**config.mk**
```make
export PLATFORM = sky130hd
export DESIGN_NAME = hbf_framer
export DESIGN_NICKNAME = d
export VERILOG_FILES = /design/src/hbf_pkg.sv /design/src/hbf_framer.sv
export SDC_FILE = /design/constraint.sdc
export NUM_CORES = 1
export LEC_CHECK = 0
export BUFFER_PORTS_ARGS = -buffer_cell sky130_fd_sc_hd__buf_2
export CORE_ASPECT_RATIO = 0.9
export CORE_MARGIN = 4
export CORE_UTILIZATION = 50
export CTS_CLUSTER_DIAMETER = 50
export DETAILED_ROUTE_END_ITERATION = 10
export MAX_ROUTING_LAYER = met4
export PLACE_DENSITY = 0.73
export SKIP_LAST_GASP = 1
export SLEW_MARGIN = 20
export SYNTH_ARGS = -nofsm -noshare
export SYNTH_HDL_FRONTEND = slang
export SYNTH_SLANG_ARGS = --single-unit
export TNS_END_PERCENT = 100
```
**constraint.sdc**
```tcl
create_clock -name pclk -period 2.35 [get_ports pclk]
set_input_delay 0.235 -clock pclk [delete_from_list [all_inputs] [get_ports pclk]]
set_output_delay 0.235 -clock pclk [all_outputs]
set_load 0.05 [all_outputs]
```
**src/hbf_pkg.sv**
```systemverilog
// constants, types and checksum helpers for the hdlc byte framer
package hbf_pkg;

  // register byte offsets on the apb bus
  localparam logic [11:0] OFS_HOST_BYTE_PORT = 12'h000;
  localparam logic [11:0] OFS_HOST_CONTROL = 12'h004;
  localparam logic [11:0] OFS_HOST_FLAG = 12'h008;
  localparam logic [11:0] OFS_FRAMING_STATUS = 12'h00C;
  localparam logic [11:0] OFS_BUFFER_CONTROL = 12'h010;

  // host_control_register fields
  localparam int CTL_PARALLEL_PORT_SELECT = 0;
  localparam int CTL_TX_REQUEST_IRQ_ENABLE = 1;
  localparam int CTL_RX_AVAILABLE_IRQ_ENABLE = 2;
  // host_flag_register fields
  localparam int FLG_TX_BYTE_REQUEST = 0;
  localparam int FLG_RX_BYTE_AVAILABLE = 1;
  // framing_status_register fields
  localparam int STS_FRAME_CLOSE = 0;
  localparam int STS_RX_END_OF_FRAME = 1;
  localparam int STS_RX_FRAME_FAULT = 2;
  // buffer control word fields
  localparam int BUF_FRAMING_ENABLE = 0;
  localparam int BUF_HIGH_LSB = 8;

  // reset values
  localparam logic [7:0] RST_BUF_HIGH = 8'h00;
  localparam logic [31:0] RST_PRDATA = 32'h0000_0000;

  // framing symbols and checksum
  localparam logic [7:0] FLAG_BYTE = 8'h7E;
  localparam logic [7:0] ABORT_BYTE = 8'hFF;
  localparam logic [7:0] CRC_FAIL_BYTE = 8'h7E;
  localparam logic [15:0] CRC_PRESET = 16'hFFFF;
  localparam logic [15:0] CRC_POLY_REV = 16'h8408;
  localparam logic [15:0] CRC_RESIDUE = 16'hF0B8;
  localparam logic [2:0] STUFF_RUN = 3'd5;
  localparam logic [2:0] FLAG_RUN = 3'd6;
  localparam logic [2:0] ABORT_RUN = 3'd7;
  localparam logic [3:0] CLOSE_GAP_BITS = 4'd8;

  // timing: bit rate of the synchronous stream against pclk
  localparam int CLK_HZ = 25000000;
  localparam int BIT_RATE_BPS = 2400;
  localparam int BIT_DIV_DEF = CLK_HZ / BIT_RATE_BPS;
  localparam int DIV_W = 16;

  typedef enum logic [1:0] {TXK_FLAG, TXK_DATA, TXK_CRC1, TXK_CRC2} hbf_txk_t;

  typedef struct packed {
    logic pps;
    logic tx_request_irq_enable;
    logic rx_available_irq_enable;
    logic hdlc_en;
    logic [7:0] buf_high;
    logic [DIV_W-1:0] div;
    logic tx_full;
    logic [7:0] tx_hold;
    logic tx_req;
    hbf_txk_t txk;
    logic [7:0] tsh;
    logic [2:0] tbit;
    logic [2:0] tones;
    logic [15:0] tcrc;
    logic tdata;
    logic fclose;
    logic [3:0] since;
    logic [2:0] rones;
    logic rin;
    logic [7:0] rsh;
    logic [2:0] rcnt;
    logic [15:0] rcrc;
    logic [1:0] rnb;
    logic [7:0] rdata;
    logic ravail;
    logic reof;
    logic rfault;
    logic irq;
    logic [31:0] prdata;
    logic pslverr;
  } hbf_state_t;

  // reflected crc step, one bit, lsb first
  function automatic logic [15:0] hbf_crc_bit(input logic [15:0] c, input logic b);
    hbf_crc_bit = (c >> 1) ^ (((c[0] ^ b) == 1'b1) ? CRC_POLY_REV : 16'h0000);
  endfunction

  function automatic logic [15:0] hbf_crc_byte(input logic [15:0] c, input logic [7:0] d);
    logic [15:0] r;
    r = c;
    for (int i = 0; i < 8; i++)
    begin
      r = hbf_crc_bit(r, d[i]);
    end
    hbf_crc_byte = r;
  endfunction

endpackage

```
**src/hbf_framer.sv**
```systemverilog
// hdlc byte framer and deframer with apb register port
`timescale 1ns/1ps

// Operation
// RL1: frame goes out as opening flag, data bytes, two checksum bytes, closing flag.
// RL2: flag symbol is byte 7E marking frame start and end.
// RL3: receiver flags abort on more than six consecutive ones.
// RL4: with no data pending the transmitter keeps sending flags.
// RL5: transmitter inserts a zero after five ones inside a frame.
// RL6: receiver deletes the zero following five ones.
// RL7: two checksum bytes follow the last data byte, then the closing flag.
// RL8: checksum covers unstuffed frame bits only.
// RL9: one flag may close a frame and open the next.
// RL10: framing off after reset; runs only with parallel port select set.
// RL11: host enables framing, clears buffer bits 8..15, reads data once.
// RL12: tx request flag raised when ready, interrupt if enabled; host writes then.
// RL13: with no further byte, frame-close status set; checksum and flag follow.
// RL14: frame-close set no earlier than 8 bit times after tx request rose.
// RL15: frame-close cleared when closing flag starts; done 8 bit times later.
// RL16: rx available flag set per received byte, interrupt if enabled.
// RL17: host reads status before data; status may change after data read.
// RL18: fault 0 and end-of-frame 0 mean an ordinary frame byte.
// RL19: end-of-frame 1 with fault 0 means good checksum; prior two bytes are checksum.
// RL20: abort reported as data FF, checksum failure as data 7E, with fault set.
// RL21: checksum polynomial x16+x12+x5+1, preset ones, complement sent.
// RL22: bytes go out least significant bit first.
module hbf_framer #(
  parameter int BIT_DIV = hbf_pkg::BIT_DIV_DEF
) (
  // clock and reset
  input wire logic pclk,
  input wire logic presetn,
  // apb slave
  input wire logic [11:0] paddr,
  input wire logic psel,
  input wire logic penable,
  input wire logic pwrite,
  input wire logic [31:0] pwdata,
  output logic [31:0] prdata,
  output logic pready,
  output logic pslverr,
  // host interrupt
  output logic hbf_irq,
  // synchronous bit stream
  output logic ser_tx_data,
  output logic ser_bit_tick,
  input wire logic ser_rx_data
);

  if (BIT_DIV < 2 || BIT_DIV >= (1 << hbf_pkg::DIV_W))
  begin : g_bad_div
    $error("BIT_DIV out of range");
  end

  localparam logic [hbf_pkg::DIV_W-1:0] DIV_LAST = hbf_pkg::DIV_W'(BIT_DIV - 1);

  hbf_pkg::hbf_state_t s_reg;
  hbf_pkg::hbf_state_t s_next;
  logic tick;
  logic active;
  logic setup_ph;
  logic access_ph;

  assign tick = (s_reg.div == DIV_LAST);
  assign active = s_reg.hdlc_en & s_reg.pps;
  assign setup_ph = psel & ~penable;
  assign access_ph = psel & penable;

  always_comb
  begin
    logic b;
    logic outb;
    logic append;
    logic rx_flag;
    logic rx_abort;
    logic [7:0] rbyte;
    logic [31:0] rd;
    logic bad;
    b = ser_rx_data;
    outb = 1'b1;
    append = 1'b0;
    rx_flag = 1'b0;
    rx_abort = 1'b0;
    rbyte = 8'h00;
    rd = 32'h0000_0000;
    bad = 1'b0;
    s_next = s_reg;
    s_next.div = tick ? '0 : s_reg.div + 1'b1;

    // register writes and the read side effect take place in the access phase
    if (access_ph)
    begin
      if (paddr == hbf_pkg::OFS_HOST_BYTE_PORT)
      begin
        if (!pwrite)
        begin
          s_next.ravail = 1'b0;
        end
        else if (s_reg.tx_req && !s_reg.tx_full)
        begin
          s_next.tx_full = 1'b1; // RL12
          s_next.tx_hold = pwdata[7:0];
        end
      end
      else if (paddr == hbf_pkg::OFS_HOST_CONTROL)
      begin
        if (pwrite)
        begin
          s_next.pps = pwdata[hbf_pkg::CTL_PARALLEL_PORT_SELECT];
          s_next.tx_request_irq_enable = pwdata[hbf_pkg::CTL_TX_REQUEST_IRQ_ENABLE];
          s_next.rx_available_irq_enable = pwdata[hbf_pkg::CTL_RX_AVAILABLE_IRQ_ENABLE];
        end
      end
      else if (paddr == hbf_pkg::OFS_BUFFER_CONTROL)
      begin
        if (pwrite)
        begin
          s_next.hdlc_en = pwdata[hbf_pkg::BUF_FRAMING_ENABLE];
          s_next.buf_high = pwdata[hbf_pkg::BUF_HIGH_LSB +: 8];
        end
      end
    end

    // transmitter: one bit per tick, stuffing takes precedence over data
    if (!active)
    begin
      s_next.txk = hbf_pkg::TXK_FLAG; // RL10
      s_next.tsh = hbf_pkg::FLAG_BYTE;
      s_next.tbit = 3'd0;
      s_next.tones = 3'd0;
      s_next.tx_full = 1'b0;
      s_next.fclose = 1'b0;
      s_next.tdata = 1'b1;
    end
    else if (tick)
    begin
      if (s_reg.tones == hbf_pkg::STUFF_RUN)
      begin
        outb = 1'b0; // RL5
        s_next.tones = 3'd0;
      end
      else
      begin
        outb = s_reg.tsh[0]; // RL22
        if (s_reg.txk == hbf_pkg::TXK_FLAG)
        begin
          s_next.tones = 3'd0;
        end
        else
        begin
          s_next.tones = outb ? s_reg.tones + 3'd1 : 3'd0;
        end
        if (s_reg.txk == hbf_pkg::TXK_DATA)
        begin
          s_next.tcrc = hbf_pkg::hbf_crc_bit(s_reg.tcrc, outb); // RL8
        end
        s_next.tsh = s_reg.tsh >> 1;
        s_next.tbit = s_reg.tbit + 3'd1;
        if (s_reg.tbit == 3'd7)
        begin
          case (s_reg.txk)
            hbf_pkg::TXK_FLAG:
            begin
              if (s_reg.tx_full)
              begin
                s_next.txk = hbf_pkg::TXK_DATA; // RL9
                s_next.tsh = s_reg.tx_hold;
                s_next.tx_full = 1'b0;
                s_next.tcrc = hbf_pkg::CRC_PRESET; // RL21
              end
              else
              begin
                s_next.tsh = hbf_pkg::FLAG_BYTE; // RL4
              end
            end
            hbf_pkg::TXK_DATA:
            begin
              if (s_reg.tx_full)
              begin
                s_next.tsh = s_reg.tx_hold;
                s_next.tx_full = 1'b0;
              end
              else
              begin
                s_next.fclose = 1'b1; // RL13 RL14
                s_next.txk = hbf_pkg::TXK_CRC1; // RL7
                s_next.tsh = ~s_next.tcrc[7:0]; // RL21
              end
            end
            hbf_pkg::TXK_CRC1:
            begin
              s_next.txk = hbf_pkg::TXK_CRC2;
              s_next.tsh = ~s_reg.tcrc[15:8];
            end
            default:
            begin
              s_next.txk = hbf_pkg::TXK_FLAG; // RL1
              s_next.tsh = hbf_pkg::FLAG_BYTE; // RL2
              s_next.fclose = 1'b0; // RL15
            end
          endcase
        end
      end
      s_next.tdata = outb;
    end

    // tx request and the bit-time count since it last rose
    s_next.tx_req = active & ~s_next.tx_full; // RL12
    if (s_next.tx_req && !s_reg.tx_req)
    begin
      s_next.since = 4'd0;
    end
    else if (tick && s_reg.since != hbf_pkg::CLOSE_GAP_BITS)
    begin
      s_next.since = s_reg.since + 4'd1;
    end

    // receiver: run length of ones separates data, stuffing, flags and aborts
    if (!active)
    begin
      s_next.rones = 3'd0;
      s_next.rin = 1'b0;
      s_next.rcnt = 3'd0;
      s_next.rnb = 2'd0;
    end
    else if (tick)
    begin
      if (b)
      begin
        s_next.rones = (s_reg.rones == hbf_pkg::ABORT_RUN) ? s_reg.rones : s_reg.rones + 3'd1;
        if (s_reg.rones == hbf_pkg::FLAG_RUN)
        begin
          rx_abort = 1'b1; // RL3
        end
        else if (s_reg.rones != hbf_pkg::ABORT_RUN)
        begin
          append = 1'b1;
        end
      end
      else
      begin
        s_next.rones = 3'd0;
        if (s_reg.rones == hbf_pkg::FLAG_RUN)
        begin
          rx_flag = 1'b1;
        end
        else if (s_reg.rones != hbf_pkg::STUFF_RUN)
        begin
          append = 1'b1; // RL6
        end
      end

      if (rx_abort && s_reg.rin)
      begin
        s_next.rin = 1'b0;
        if (s_reg.rnb != 2'd0)
        begin
          s_next.rdata = hbf_pkg::ABORT_BYTE; // RL20
          s_next.reof = 1'b0;
          s_next.rfault = 1'b1;
          s_next.ravail = 1'b1; // RL16
        end
      end
      else if (rx_flag)
      begin
        if (s_reg.rin && s_reg.rnb != 2'd0)
        begin
          bad = (s_reg.rcnt != 3'd7) || (s_reg.rnb < 2'd2) || (s_reg.rcrc != hbf_pkg::CRC_RESIDUE);
          s_next.rdata = hbf_pkg::CRC_FAIL_BYTE; // RL19 RL20
          s_next.reof = 1'b1;
          s_next.rfault = bad;
          s_next.ravail = 1'b1;
        end
        s_next.rin = 1'b1;
        s_next.rcnt = 3'd0;
        s_next.rnb = 2'd0;
        s_next.rcrc = hbf_pkg::CRC_PRESET;
      end
      else if (append && s_reg.rin)
      begin
        rbyte = {b, s_reg.rsh[7:1]};
        s_next.rsh = rbyte;
        s_next.rcnt = s_reg.rcnt + 3'd1;
        if (s_reg.rcnt == 3'd7)
        begin
          s_next.rdata = rbyte;
          s_next.reof = 1'b0; // RL18
          s_next.rfault = 1'b0;
          s_next.ravail = 1'b1; // RL16
          s_next.rcrc = hbf_pkg::hbf_crc_byte(s_reg.rcrc, rbyte); // RL8
          s_next.rnb = (s_reg.rnb == 2'd3) ? s_reg.rnb : s_reg.rnb + 2'd1;
        end
      end
    end

    s_next.irq = (s_next.tx_req & s_next.tx_request_irq_enable) | (s_next.ravail & s_next.rx_available_irq_enable); // RL12 RL16

    // read data is captured in the setup phase from the freshest state, so a byte
    // that lands in that cycle is read, not dropped by the access-phase clear
    if (setup_ph)
    begin
      s_next.pslverr = 1'b0;
      if (paddr == hbf_pkg::OFS_HOST_BYTE_PORT)
      begin
        rd[7:0] = s_next.rdata;
      end
      else if (paddr == hbf_pkg::OFS_HOST_CONTROL)
      begin
        rd[hbf_pkg::CTL_PARALLEL_PORT_SELECT] = s_next.pps;
        rd[hbf_pkg::CTL_TX_REQUEST_IRQ_ENABLE] = s_next.tx_request_irq_enable;
        rd[hbf_pkg::CTL_RX_AVAILABLE_IRQ_ENABLE] = s_next.rx_available_irq_enable;
      end
      else if (paddr == hbf_pkg::OFS_HOST_FLAG)
      begin
        rd[hbf_pkg::FLG_TX_BYTE_REQUEST] = s_next.tx_req;
        rd[hbf_pkg::FLG_RX_BYTE_AVAILABLE] = s_next.ravail;
      end
      else if (paddr == hbf_pkg::OFS_FRAMING_STATUS)
      begin
        rd[hbf_pkg::STS_FRAME_CLOSE] = s_next.fclose;
        rd[hbf_pkg::STS_RX_END_OF_FRAME] = s_next.reof; // RL17
        rd[hbf_pkg::STS_RX_FRAME_FAULT] = s_next.rfault;
      end
      else if (paddr == hbf_pkg::OFS_BUFFER_CONTROL)
      begin
        rd[hbf_pkg::BUF_FRAMING_ENABLE] = s_next.hdlc_en;
        rd[hbf_pkg::BUF_HIGH_LSB +: 8] = s_next.buf_high;
      end
      else
      begin
        s_next.pslverr = 1'b1;
      end
      s_next.prdata = rd;
    end
  end

  always_ff @(posedge pclk or negedge presetn)
  begin
    if (!presetn)
    begin
      s_reg <= '0; // RL10
      s_reg.txk <= hbf_pkg::TXK_FLAG;
      s_reg.tsh <= hbf_pkg::FLAG_BYTE;
      s_reg.tdata <= 1'b1;
      s_reg.buf_high <= hbf_pkg::RST_BUF_HIGH;
      s_reg.prdata <= hbf_pkg::RST_PRDATA;
      s_reg.tcrc <= hbf_pkg::CRC_PRESET;
      s_reg.rcrc <= hbf_pkg::CRC_PRESET;
    end
    else
    begin
      s_reg <= s_next;
    end
  end

  // zero-wait slave: every access completes in its first access cycle
  assign pready = 1'b1;
  assign prdata = s_reg.prdata;
  assign pslverr = s_reg.pslverr & access_ph;
  assign hbf_irq = s_reg.irq;
  assign ser_tx_data = s_reg.tdata;
  assign ser_bit_tick = tick;
endmodule

```
Word-level counts from Yosys, hierarchy flattened
Index checks and enable logic that the tools add are counted.
- register bits: 134
- input port bits: 50
- add/subtract/negate cells: 6
- order comparisons: 1
- equality and inequality tests: 28
- muxes and demuxes: 106
- bitwise logic cells: 33
- reductions and logical operators: 24
- operators by type and width (operator ; number):
    $mux W16 ; 19
    $xor A15 B16 Y16 ; 9
    $mux W8 ; 8
    $mux W9 ; 7
    $mux W29 ; 2
    $mux W11 ; 4
    $mux W44 ; 1
    $mux W40 ; 1
    $mux W1 ; 37
    $mux W34 ; 1
    $mux W32 ; 1
    $mux W3 ; 10
    $pmux W10 S3 ; 1
    $eq A12 B4 Y1 const B ; 2
    $mux W12 ; 2
    $ne A3 B3 Y1 const B ; 7
    $reduce_and A5 Y1 ; 4
    $add A16 B1 Y16 const B ; 1
    $eq A16 B14 Y1 const B ; 1
    $ne A16 B16 Y1 const B ; 1
    $not A8 Y8 ; 2
    $eq A3 B3 Y1 const B ; 5
    $mux W2 ; 7
    $mux W13 ; 1
    28 further kinds ; 64

Depth between registers and ports, before layout
Gate-level depths: netlist of the first run.
- depth after elaboration: 34
- gate-level depth with buffers: 10

Least setup slack after synthesis of the first run
Ideal clock, no wire load.
- path type: register to register
- start: register s_reg[138] in the netlist's numbering
- end: register s_reg[102] in the netlist's numbering
- data arrival time: 2.339 ns
- required time: 2.217 ns
- path slack: -0.122 ns
- cell stages (with the launch flop): 9
- buffers on the path: 2
- period minus slack after synthesis: 2.472 ns
- path through: dfrtp_1 or4b_4 or4_1 buf_2 inv_2 buf_2 o21ai_0 a21oi_1 nor2_1
- word-level cells in the longest chain between the ends: 2
- RTL lines (element ; line ; source):
    from (decl) ; hbf_framer.sv:57 ; hbf_pkg::hbf_state_t s_reg;
    from (signal assigned) ; hbf_framer.sv:352 ; s_reg <= s_next;
    $eq A16 B14 Y1 ; hbf_framer.sv:64 ; assign tick = (s_reg.div == DIV_LAST);
    net ser_bit_tick ; hbf_framer.sv:46 ; output logic ser_bit_tick,
    $ne A2 B2 Y1 (no line) ; -- ;
The timed path passes the listed nets, and every way through them passes these cells.
A chain may end at the register's enable or synchronous reset.

==> results.md, run 1 <==
- The critical path goes through or4b_4, buf_4, nor3_4, buf_6, nand3_2, a31oi_4, buf_4, nand2b_1, a22o_1.
- The number of antenna violations at the first check in global routing is 0.
- Entering global routing, the biggest net connects 50 pins.
- In this run the power density over the cells is 652 mW/mm².
- Of the cells placed in the final design, the portion with a size suffix greater than 1 is 0.333.
- The standard cell with the maximum stage delay on the critical path is or4b_4.
- The most numerous cell on the critical path is buf_4.
- The final standard cell utilization of the core is 0.625.
- Summing internal, switching and leakage power gives 5.42 mW.
- The die extent in x is 131 µm.
- The headroom to the max-slew limit is 0.506.
- The final layout net count is 796.
- The number of flip-flops under the largest register name is 115.
- Dividing the detail-routed wire length by the instance count gives 17.2 µm.
- Setup violations remaining at the end of the flow were counted as 31.
- Across every metal layer, demand over resource in global routing totals 0.210.
- The sum of routed wire length over all layers is 15.6 mm.
- The average size of a mapped cell is 10.6 µm².
- The cell type with the highest aggregate area in the netlist is dfrtp_1.
- The area share of the largest cell type after synthesis is 0.346.
- The internal power component is 4.27 mW.
- The synthesized design contains 0 enable-type register cells.
- In the routed design, unresolved DRC markers number 0.
- The number of buffers created by CTS is 17.
- The sequential cell fraction of total power is 0.424.
- The full die area is 0.0155 mm².
- Final hold analysis gives a worst-case slack of 43.0 ps.
- The number of design-rule violations left by the first detailed-router iteration is 450.
- The repair_antennas step left the layout with diodes totalling 0.
- The worst slack at placement is -87.8 ps.
- Among all flip-flop cells after synthesis, the most frequent one is dfrtp_1.
- The synthesized netlist cell count is 640.
- By count the netlist is led by dfrtp_1, nor2_1, nand2_1.
- Once routing completed, OpenROAD measured the worst setup slack at -149 ps.
- The analysis attributes to net switching a power of 1.15 mW.
- In this run the remaining antenna-violating nets after routing total 0.
- The run finished, with violations left.
- The effective utilization at floorplan is 0.510.
- The fraction of power spent switching nets is 0.212.
- The post-synthesis to final-layout area growth is 22.4%.
- The first global-routing pass estimated 25.1 mm of wire.
- The total via count after detailed routing is 5,151.
- By startpoint and endpoint, the worst setup path is classified as reg2reg.
- The required time of the critical path is 2710 ps.
- Port buffering added 53 buffers.
- After synthesis the cells add up to 0.00679 mm².
- The number of ports placed on the die boundary is 87.
- The HPWL reported at the end of detailed placement is 10.7 mm.
- The cell chosen for the clock root is clkbuf_16.
- After floorplanning, the core was divided into 40 placement rows.
- The data arrival at the endpoint of the critical path is 2860 ps.
- Max-cap violations in this run came to 0.
- TritonCTS built the clock tree.
- The path class of the tightest hold or removal check is in2reg.
- The final setup skew is 5.74 ps.
- The post-layout minimum cycle time is 2500 ps.
- The synthesized design contains 133 register bits.
- The maximum fanout along the worst path is 8.
- The max-slew violation total from the final report is 0.
- By area the synthesized netlist is led by dfrtp_1, dfstp_2, mux2_2.
- The worst setup path is launched from a flip-flop.
- The combined buffer and inverter count along the critical path is 3.
- The insertion delay of the later-clocked pin in the worst-skew pair is 420 ps.
- The number of clock sinks is 133.
- The analysis attributes to cell leakage a power of 3.85 nW.
- The number of iterations in the first detailed-routing pass is 5.
- The H-tree generated during clock tree synthesis spans 4 levels.
- The largest voltage drop on the vdd net is 535 µV.
- The final reports fail on negative setup slack.
- The sort of element at the end of the critical path is a flip-flop.
- The ratio of routed vias to standard cells is 5.66.
- The portion of total power attributed to combinational logic is 0.036.
- Setup repair after global routing could not meet its margin everywhere.
- The die height is 119 µm.
- Counting distinct cell types in the post-synthesis netlist gives 64.
- In this design, the largest share of critical-path delay is due to simple AND/OR/NAND/NOR gates.
- The area of the core region is 0.0133 mm².
- After clock tree synthesis, the clock-pin slew on the worst setup and hold paths is 60 ps.
- Counting along the longest clock path gives a buffer depth of 2.
- For this run, the number of Yosys warnings is 0.
- The final period utilization is 1.06.
- The delay of the slowest critical-path stage is 560 ps.
- The via count of the first global-routing pass is 5,171.
- Of the total power, the clock network draws 0.539.
- Based on the critical path, the design can be clocked at up to 400 MHz.
- The proportion of synthesized flip-flops having asynchronous set or reset is 1.00.
- At the end of routability-driven placement, the weighted congestion stood at 0.896.
- The share of the yosys chip area belonging to registers is 0.497.
- The most instantiated library cell after synthesis is dfrtp_1.
- The transition time at the pin with the least slew margin is 741 ps.
- Global routing finished with a remaining overflow of 0.
- The setup TNS after final layout is -1580 ps.
- The number of hold violations in the final report was 0.
## area by class of cell
class	count	area [µm²]
Tap cell	168	210
Multi-Input combinational cell	441	3200
Clock buffer	19	453
Fill cell	1013	5000
Sequential cell	133	3380
Timing Repair Buffer	113	782
Clock inverter	13	204
Inverter	23	88.8
## metrics by stage
stage               area [µm²]  cells
global placement          7350    864
floorplan                 6850    655
CTS                       8140    904
finish                    8320    910
detailed placement        7350    864
global route              8320    910
## final timing paths
kind / slack (ps) / cells after the start / endpoint / start
worst max-delay path: -150 / 9 / hbf_irq / s_reg[140]
worst min-delay path: 40 / 2 / s_reg[143] / pwdata[9]
worst max register to register: -150 / 9 / hbf_irq / s_reg[140]
worst min register to register: 480 / 1 / s_reg[126] / s_reg[126]
max in group asynchronous: 1240 / 3 / s_reg[87] / presetn
min in group asynchronous: 360 / 2 / s_reg[64] / presetn
## cells in the final DEF (no fill, tap or decap), types with 15 or more instances in the layout
cell type	instances
buf_2	51
inv_1	22
dfrtp_1	94
nand3_1	15
buf_4	51
xnor2_1	29
clkbuf_16	17
ha_1	17
mux2_2	29
o22a_1	18
conb_1	17
nor2_1	51
dfstp_2	39
nand2_1	45
a21oi_1	35
a22o_1	16
## worst reg2reg max path: cells and delay by family, from the launching register on
family | cells | cell delay, ps
compound gates | 2 | 380
simple gates | 4 | 1160
buf+inv | 3 | 540
flops | 1 | 370
## layer usage
| metal | part of all wire | global-route usage | vias to the layer above | wire [µm] |
|---|---|---|---|---|
| met2 | 0.49 | 0.316 | 164 | 7580 |
| met3 | 0.043 | 0.0474 | 28 | 666 |
| met1 | 0.46 | 0.281 | 2543 | 7120 |
| li1 | - | - | 2416 | - |
| met4 | 0.016 | 0.0713 | 0 | 246 |
| met5 | 0 | - | - | 0 |
## cell families (layout without fill, tap and decap cells)
family          count (synthesis)  count (layout)  share of synthesized area
other cells                     2              17                    0.00111
xor+xnor                       42              42                     0.0542
fa+ha+maj                      17              17                     0.0313
compound gates                135             136                      0.142
buf+inv                        82             168                     0.0648
flops                         133             133                      0.497
mux                            41              41                     0.0658
simple gates                  188             188                      0.144
## power groups by stage
| stage | Combinational, mW | Clock (mW) | Sequential (mW) |
|---|---|---|---|
| 2_1_floorplan | 0.122 | 0 | 2.34 |
| 3_3_place_gp | 0.190 | 0 | 2.34 |
| 3_5_place_dp | 0.194 | 0 | 2.34 |
| 4_1_cts | 0.197 | 2.95 | 2.30 |
| 5_1_grt | 0.217 | 3.08 | 2.30 |
| 6_report | 0.198 | 2.92 | 2.30 |
## timing repair
| action | CTS | global route |
|---|---|---|
| hold buffers | 1 | 0 |
| setup endpoints to repair | 25 | 57 |
| resized for setup | 20 | 25 |
| gates cloned | 0 | 1 |
| endpoints found under the hold margin | 21 | 0 |
| pin swaps | 5 | 13 |
| buffers inserted | 7 | 5 |
Power figures use the tool's default switching activity.
==> run 2, diff against run 1 <==
--- a/config.mk
+++ b/config.mk
@@ -7,3 +7,2 @@
 export LEC_CHECK = 0
-export BUFFER_PORTS_ARGS = -buffer_cell sky130_fd_sc_hd__buf_2
 export CORE_ASPECT_RATIO = 0.9
@@ -12,5 +11,7 @@
 export CTS_CLUSTER_DIAMETER = 50
+export CTS_CLUSTER_SIZE = 14
 export DETAILED_ROUTE_END_ITERATION = 10
+export DONT_BUFFER_PORTS = 1
 export MAX_ROUTING_LAYER = met4
-export PLACE_DENSITY = 0.73
+export PLACE_DENSITY = 0.68
 export SKIP_LAST_GASP = 1
==> constraint.sdc (replaced) <==
create_clock -name pclk -period 2.35 [get_ports pclk]
set_input_delay 0.3525 -clock pclk [delete_from_list [all_inputs] [get_ports pclk]]
set_output_delay 0.3525 -clock pclk [all_outputs]
set_load 0.05 [all_outputs]
==> run 2 against run 1 <==
The run ends with negative hold slack, negative setup slack left; total power decreased by 11%; sequential power about the same; first-iteration DRC count decreased by 12%; critical endpoint is now s_reg[102]; largest cell class unchanged.
==> results.md, run 2 (synthesis results as in run 1) <==
- The setup check on the worst reg-to-reg path leaves a slack of -140 ps.
- In the post-route analysis, the smallest setup slack over all paths is -136 ps.
- The share of total power dissipated in combinational logic is 0.020.
- Data arrives at the worst endpoint at 2820 ps.
- Final hold analysis gives a worst-case slack of -365 ps.
- The congestion estimate from routability-driven global placement came to 0.904.
- Relative to the synthesized area, the layout overhead comes to 17.2%.
- The transition time at the pin with the least slew margin is 717 ps.
- The worst setup path category is reg2reg.
- The share of total power dissipated in the clock network is 0.500.
- The total overflow left after global routing is 0.
- The initial utilization of the core area, before any placement, comes to 0.510.
- The core region is 0.0133 mm².
- The leading cell type in the layout, fill and taps excluded is dfrtp_1.
- The HPWL reported at the end of detailed placement is 10.7 mm.
- In this run the worst setup path terminates at s_reg[102].
- The register with the most flip-flops in the layout has 115 of them.
- The post-layout minimum cycle time is 2490 ps.
- Setup violations remaining at the end of the flow were counted as 26.
- Derived from the worst setup path, the maximum achievable clock frequency is 402 MHz.
- The worst pin sits at a relative slew slack of 0.522.
- Dividing total power by cell area gives a power density of 604 mW/mm².
- The number of design rule violations left after detail routing is 0.
- The final period utilization is 1.06.
- Buffers placed on the I/O ports in this run total 0.
- The total leakage power is 3.57 nW.
- The tool flagged a number of max-cap violations equal to 0.
- The via count of the first global-routing pass is 5,068.
- After clock tree synthesis, the clock-pin slew on the worst setup and hold paths is 50 ps.
- The sequential cell fraction of total power is 0.480.
- The worst flop-to-flop path startpoint is s_reg[138].
- The CTS tree is done.
- The full die area is 0.0155 mm².
- Prior to clock tree synthesis, the placed netlist has a worst setup slack of -134 ps.
- The H-tree was split into 4 levels.
- The number of filler instances in the final layout is 1,078.
- The most critical setup path has its startpoint at s_reg[138].
- STA classifies the critical path startpoint as a flip-flop.
- The routed length per placed instance is 18.2 µm.
- The number of design-rule violations left by the first detailed-router iteration is 397.
- The global router's overall resource usage is 0.216.
- The share of layout cells above drive strength 1 is 0.282.
- The number of clock buffers added by TritonCTS is 17.
- The count of antenna diodes in the layout is 0.
- The later pin in the worst-skew pair is clocked with a latency of 420 ps.
- The number of ports placed on the die boundary is 87.
- The flow ran to the end, but the final reports show violations.
- The top cell types in the final layout, fill and taps aside, are dfrtp_1, buf_4, nor2_1.
- The number of iterations in the first detailed-routing pass is 5.
- For this design the total switching power over the nets is 1.06 mW.
- The fraction of power spent switching nets is 0.221.
- The cell chosen for the clock root is clkbuf_16.
- The final layout net count is 745.
- The sum of routed wire length over all layers is 15.6 mm.
- The die is 131 µm wide.
- For the worst setup path, the data required time is 2690 ps.
- The number of antenna-violating nets in the routed design is 0.
- Cell internal power was estimated by the tool at 3.75 mW.
- The endpoint identified for the worst register-to-register timing path is s_reg[102].
- The number of clock sinks is 133.
- The min-delay analysis places its worst path in the category in2async.
- The worst register-to-register path has a depth of 8.
- The largest net degree at the start of global routing is 134.
- The ratio of routed vias to standard cells is 5.73.
- The total via count after detailed routing is 4,926.
- The max-slew violation total from the final report was 0.
- The largest voltage drop on the vdd net is 487 µV.
- The number of antenna violations at the first check in global routing is 0.
- The floorplan step set the die height to 119 µm.
- The number of hold violations in the final report is 133.
- The sort of element at the end of the critical path is a flip-flop.
- The final reports fail on negative hold slack, negative setup slack.
- The clock arrives with 15.0 ps of skew.
- In this run the core area contains 40 standard-cell rows.
- Counting along the longest clock path gives a buffer depth of 2.
- The wire length of the first global-routing pass is 25.9 mm.
- Setup repair after global routing could not meet its margin everywhere.
- The maximum fanout along the worst path is 7.
run 2: changes by cell type in the layout (fill, tap and decap cells not counted), moves of 2 or more:
cell / before / now
bufinv_16: 5 / 0
clkinv_2: 2 / 4
a31oi_4: 1 / 3
clkbuf_1: 0 / 5
buf_4: 51 / 53
clkinv_4: 2 / 4
o21ai_1: 3 / 1
buf_2: 51 / 0
clkinvlp_4: 3 / 1
nand3_2: 4 / 2
run 2: timing repair:
item	4_1_cts	5_1_grt
setup buffers	7	10
cloned	2	0
endpoints found under the hold margin	133	133
endpoints found under the setup margin	23	67
resized for setup	24	27
pin swaps	8	12
run 2: stage by stage:
stage	cell area (µm²)	total power [mW]	instances	util	setup TNS, ps
final	7960	4.81	859	0.598	-963
after floorplan	6850	2.46	655	-	0
after CTS	7770	4.85	850	0.584	-1230
after global placement	7070	2.44	809	0.531	-472
after global routing	7960	4.98	859	0.598	-4720
after detailed placement	7070	2.44	809	0.531	-1120
run 2: worst min path at each step:
stage,startpoint,to,slack (ps)
final,presetn,s_reg[136],-370
after global routing,presetn,s_reg[137],-390
after CTS,presetn,s_reg[65],-380
after detailed placement,presetn,s_reg[136],70
after global placement,presetn,s_reg[136],70
after floorplan,presetn,hbf_irq,60
run 2: power by group through the flow:
stage / logic (mW) / registers [mW] / clock network [mW]
after floorplan: 0.122 / 2.34 / 0
after global placement: 0.0950 / 2.34 / 0
after detailed placement: 0.0959 / 2.34 / 0
after CTS: 0.0974 / 2.31 / 2.45
after global routing: 0.104 / 2.31 / 2.57
final: 0.0984 / 2.31 / 2.40
run 2: area by class of cell:
cell class | count | area, µm² | area share
clock buffers | 24 | 483 | 0.0607
multi-input cells | 441 | 3220 | 0.404
flip-flops and latches | 133 | 3380 | 0.424
repair buffers | 62 | 526 | 0.0660
inverters | 23 | 91.3 | 0.0115
well taps | 168 | 210 | 0.0264
clock inverters | 8 | 53.8 | 0.00676
run 2: routing by layer:
metal / global-route usage / vias up / share of wire
li1: - / 2316 / -
met1: 0.298 / 2441 / 0.45
met2: 0.307 / 151 / 0.47
met3: 0.0687 / 18 / 0.059
met4: 0.0649 / 0 / 0.014
met5: - / - / 0
run 2: worst max-delay path: stages, from the launching register on:
cell     delay, ps
dfrtp_1        380
or4b_4         540
or4_4          560
buf_4          160
buf_4          150
buf_4          160
nor4b_4        260
a21oi_1         80
nor2_1         120
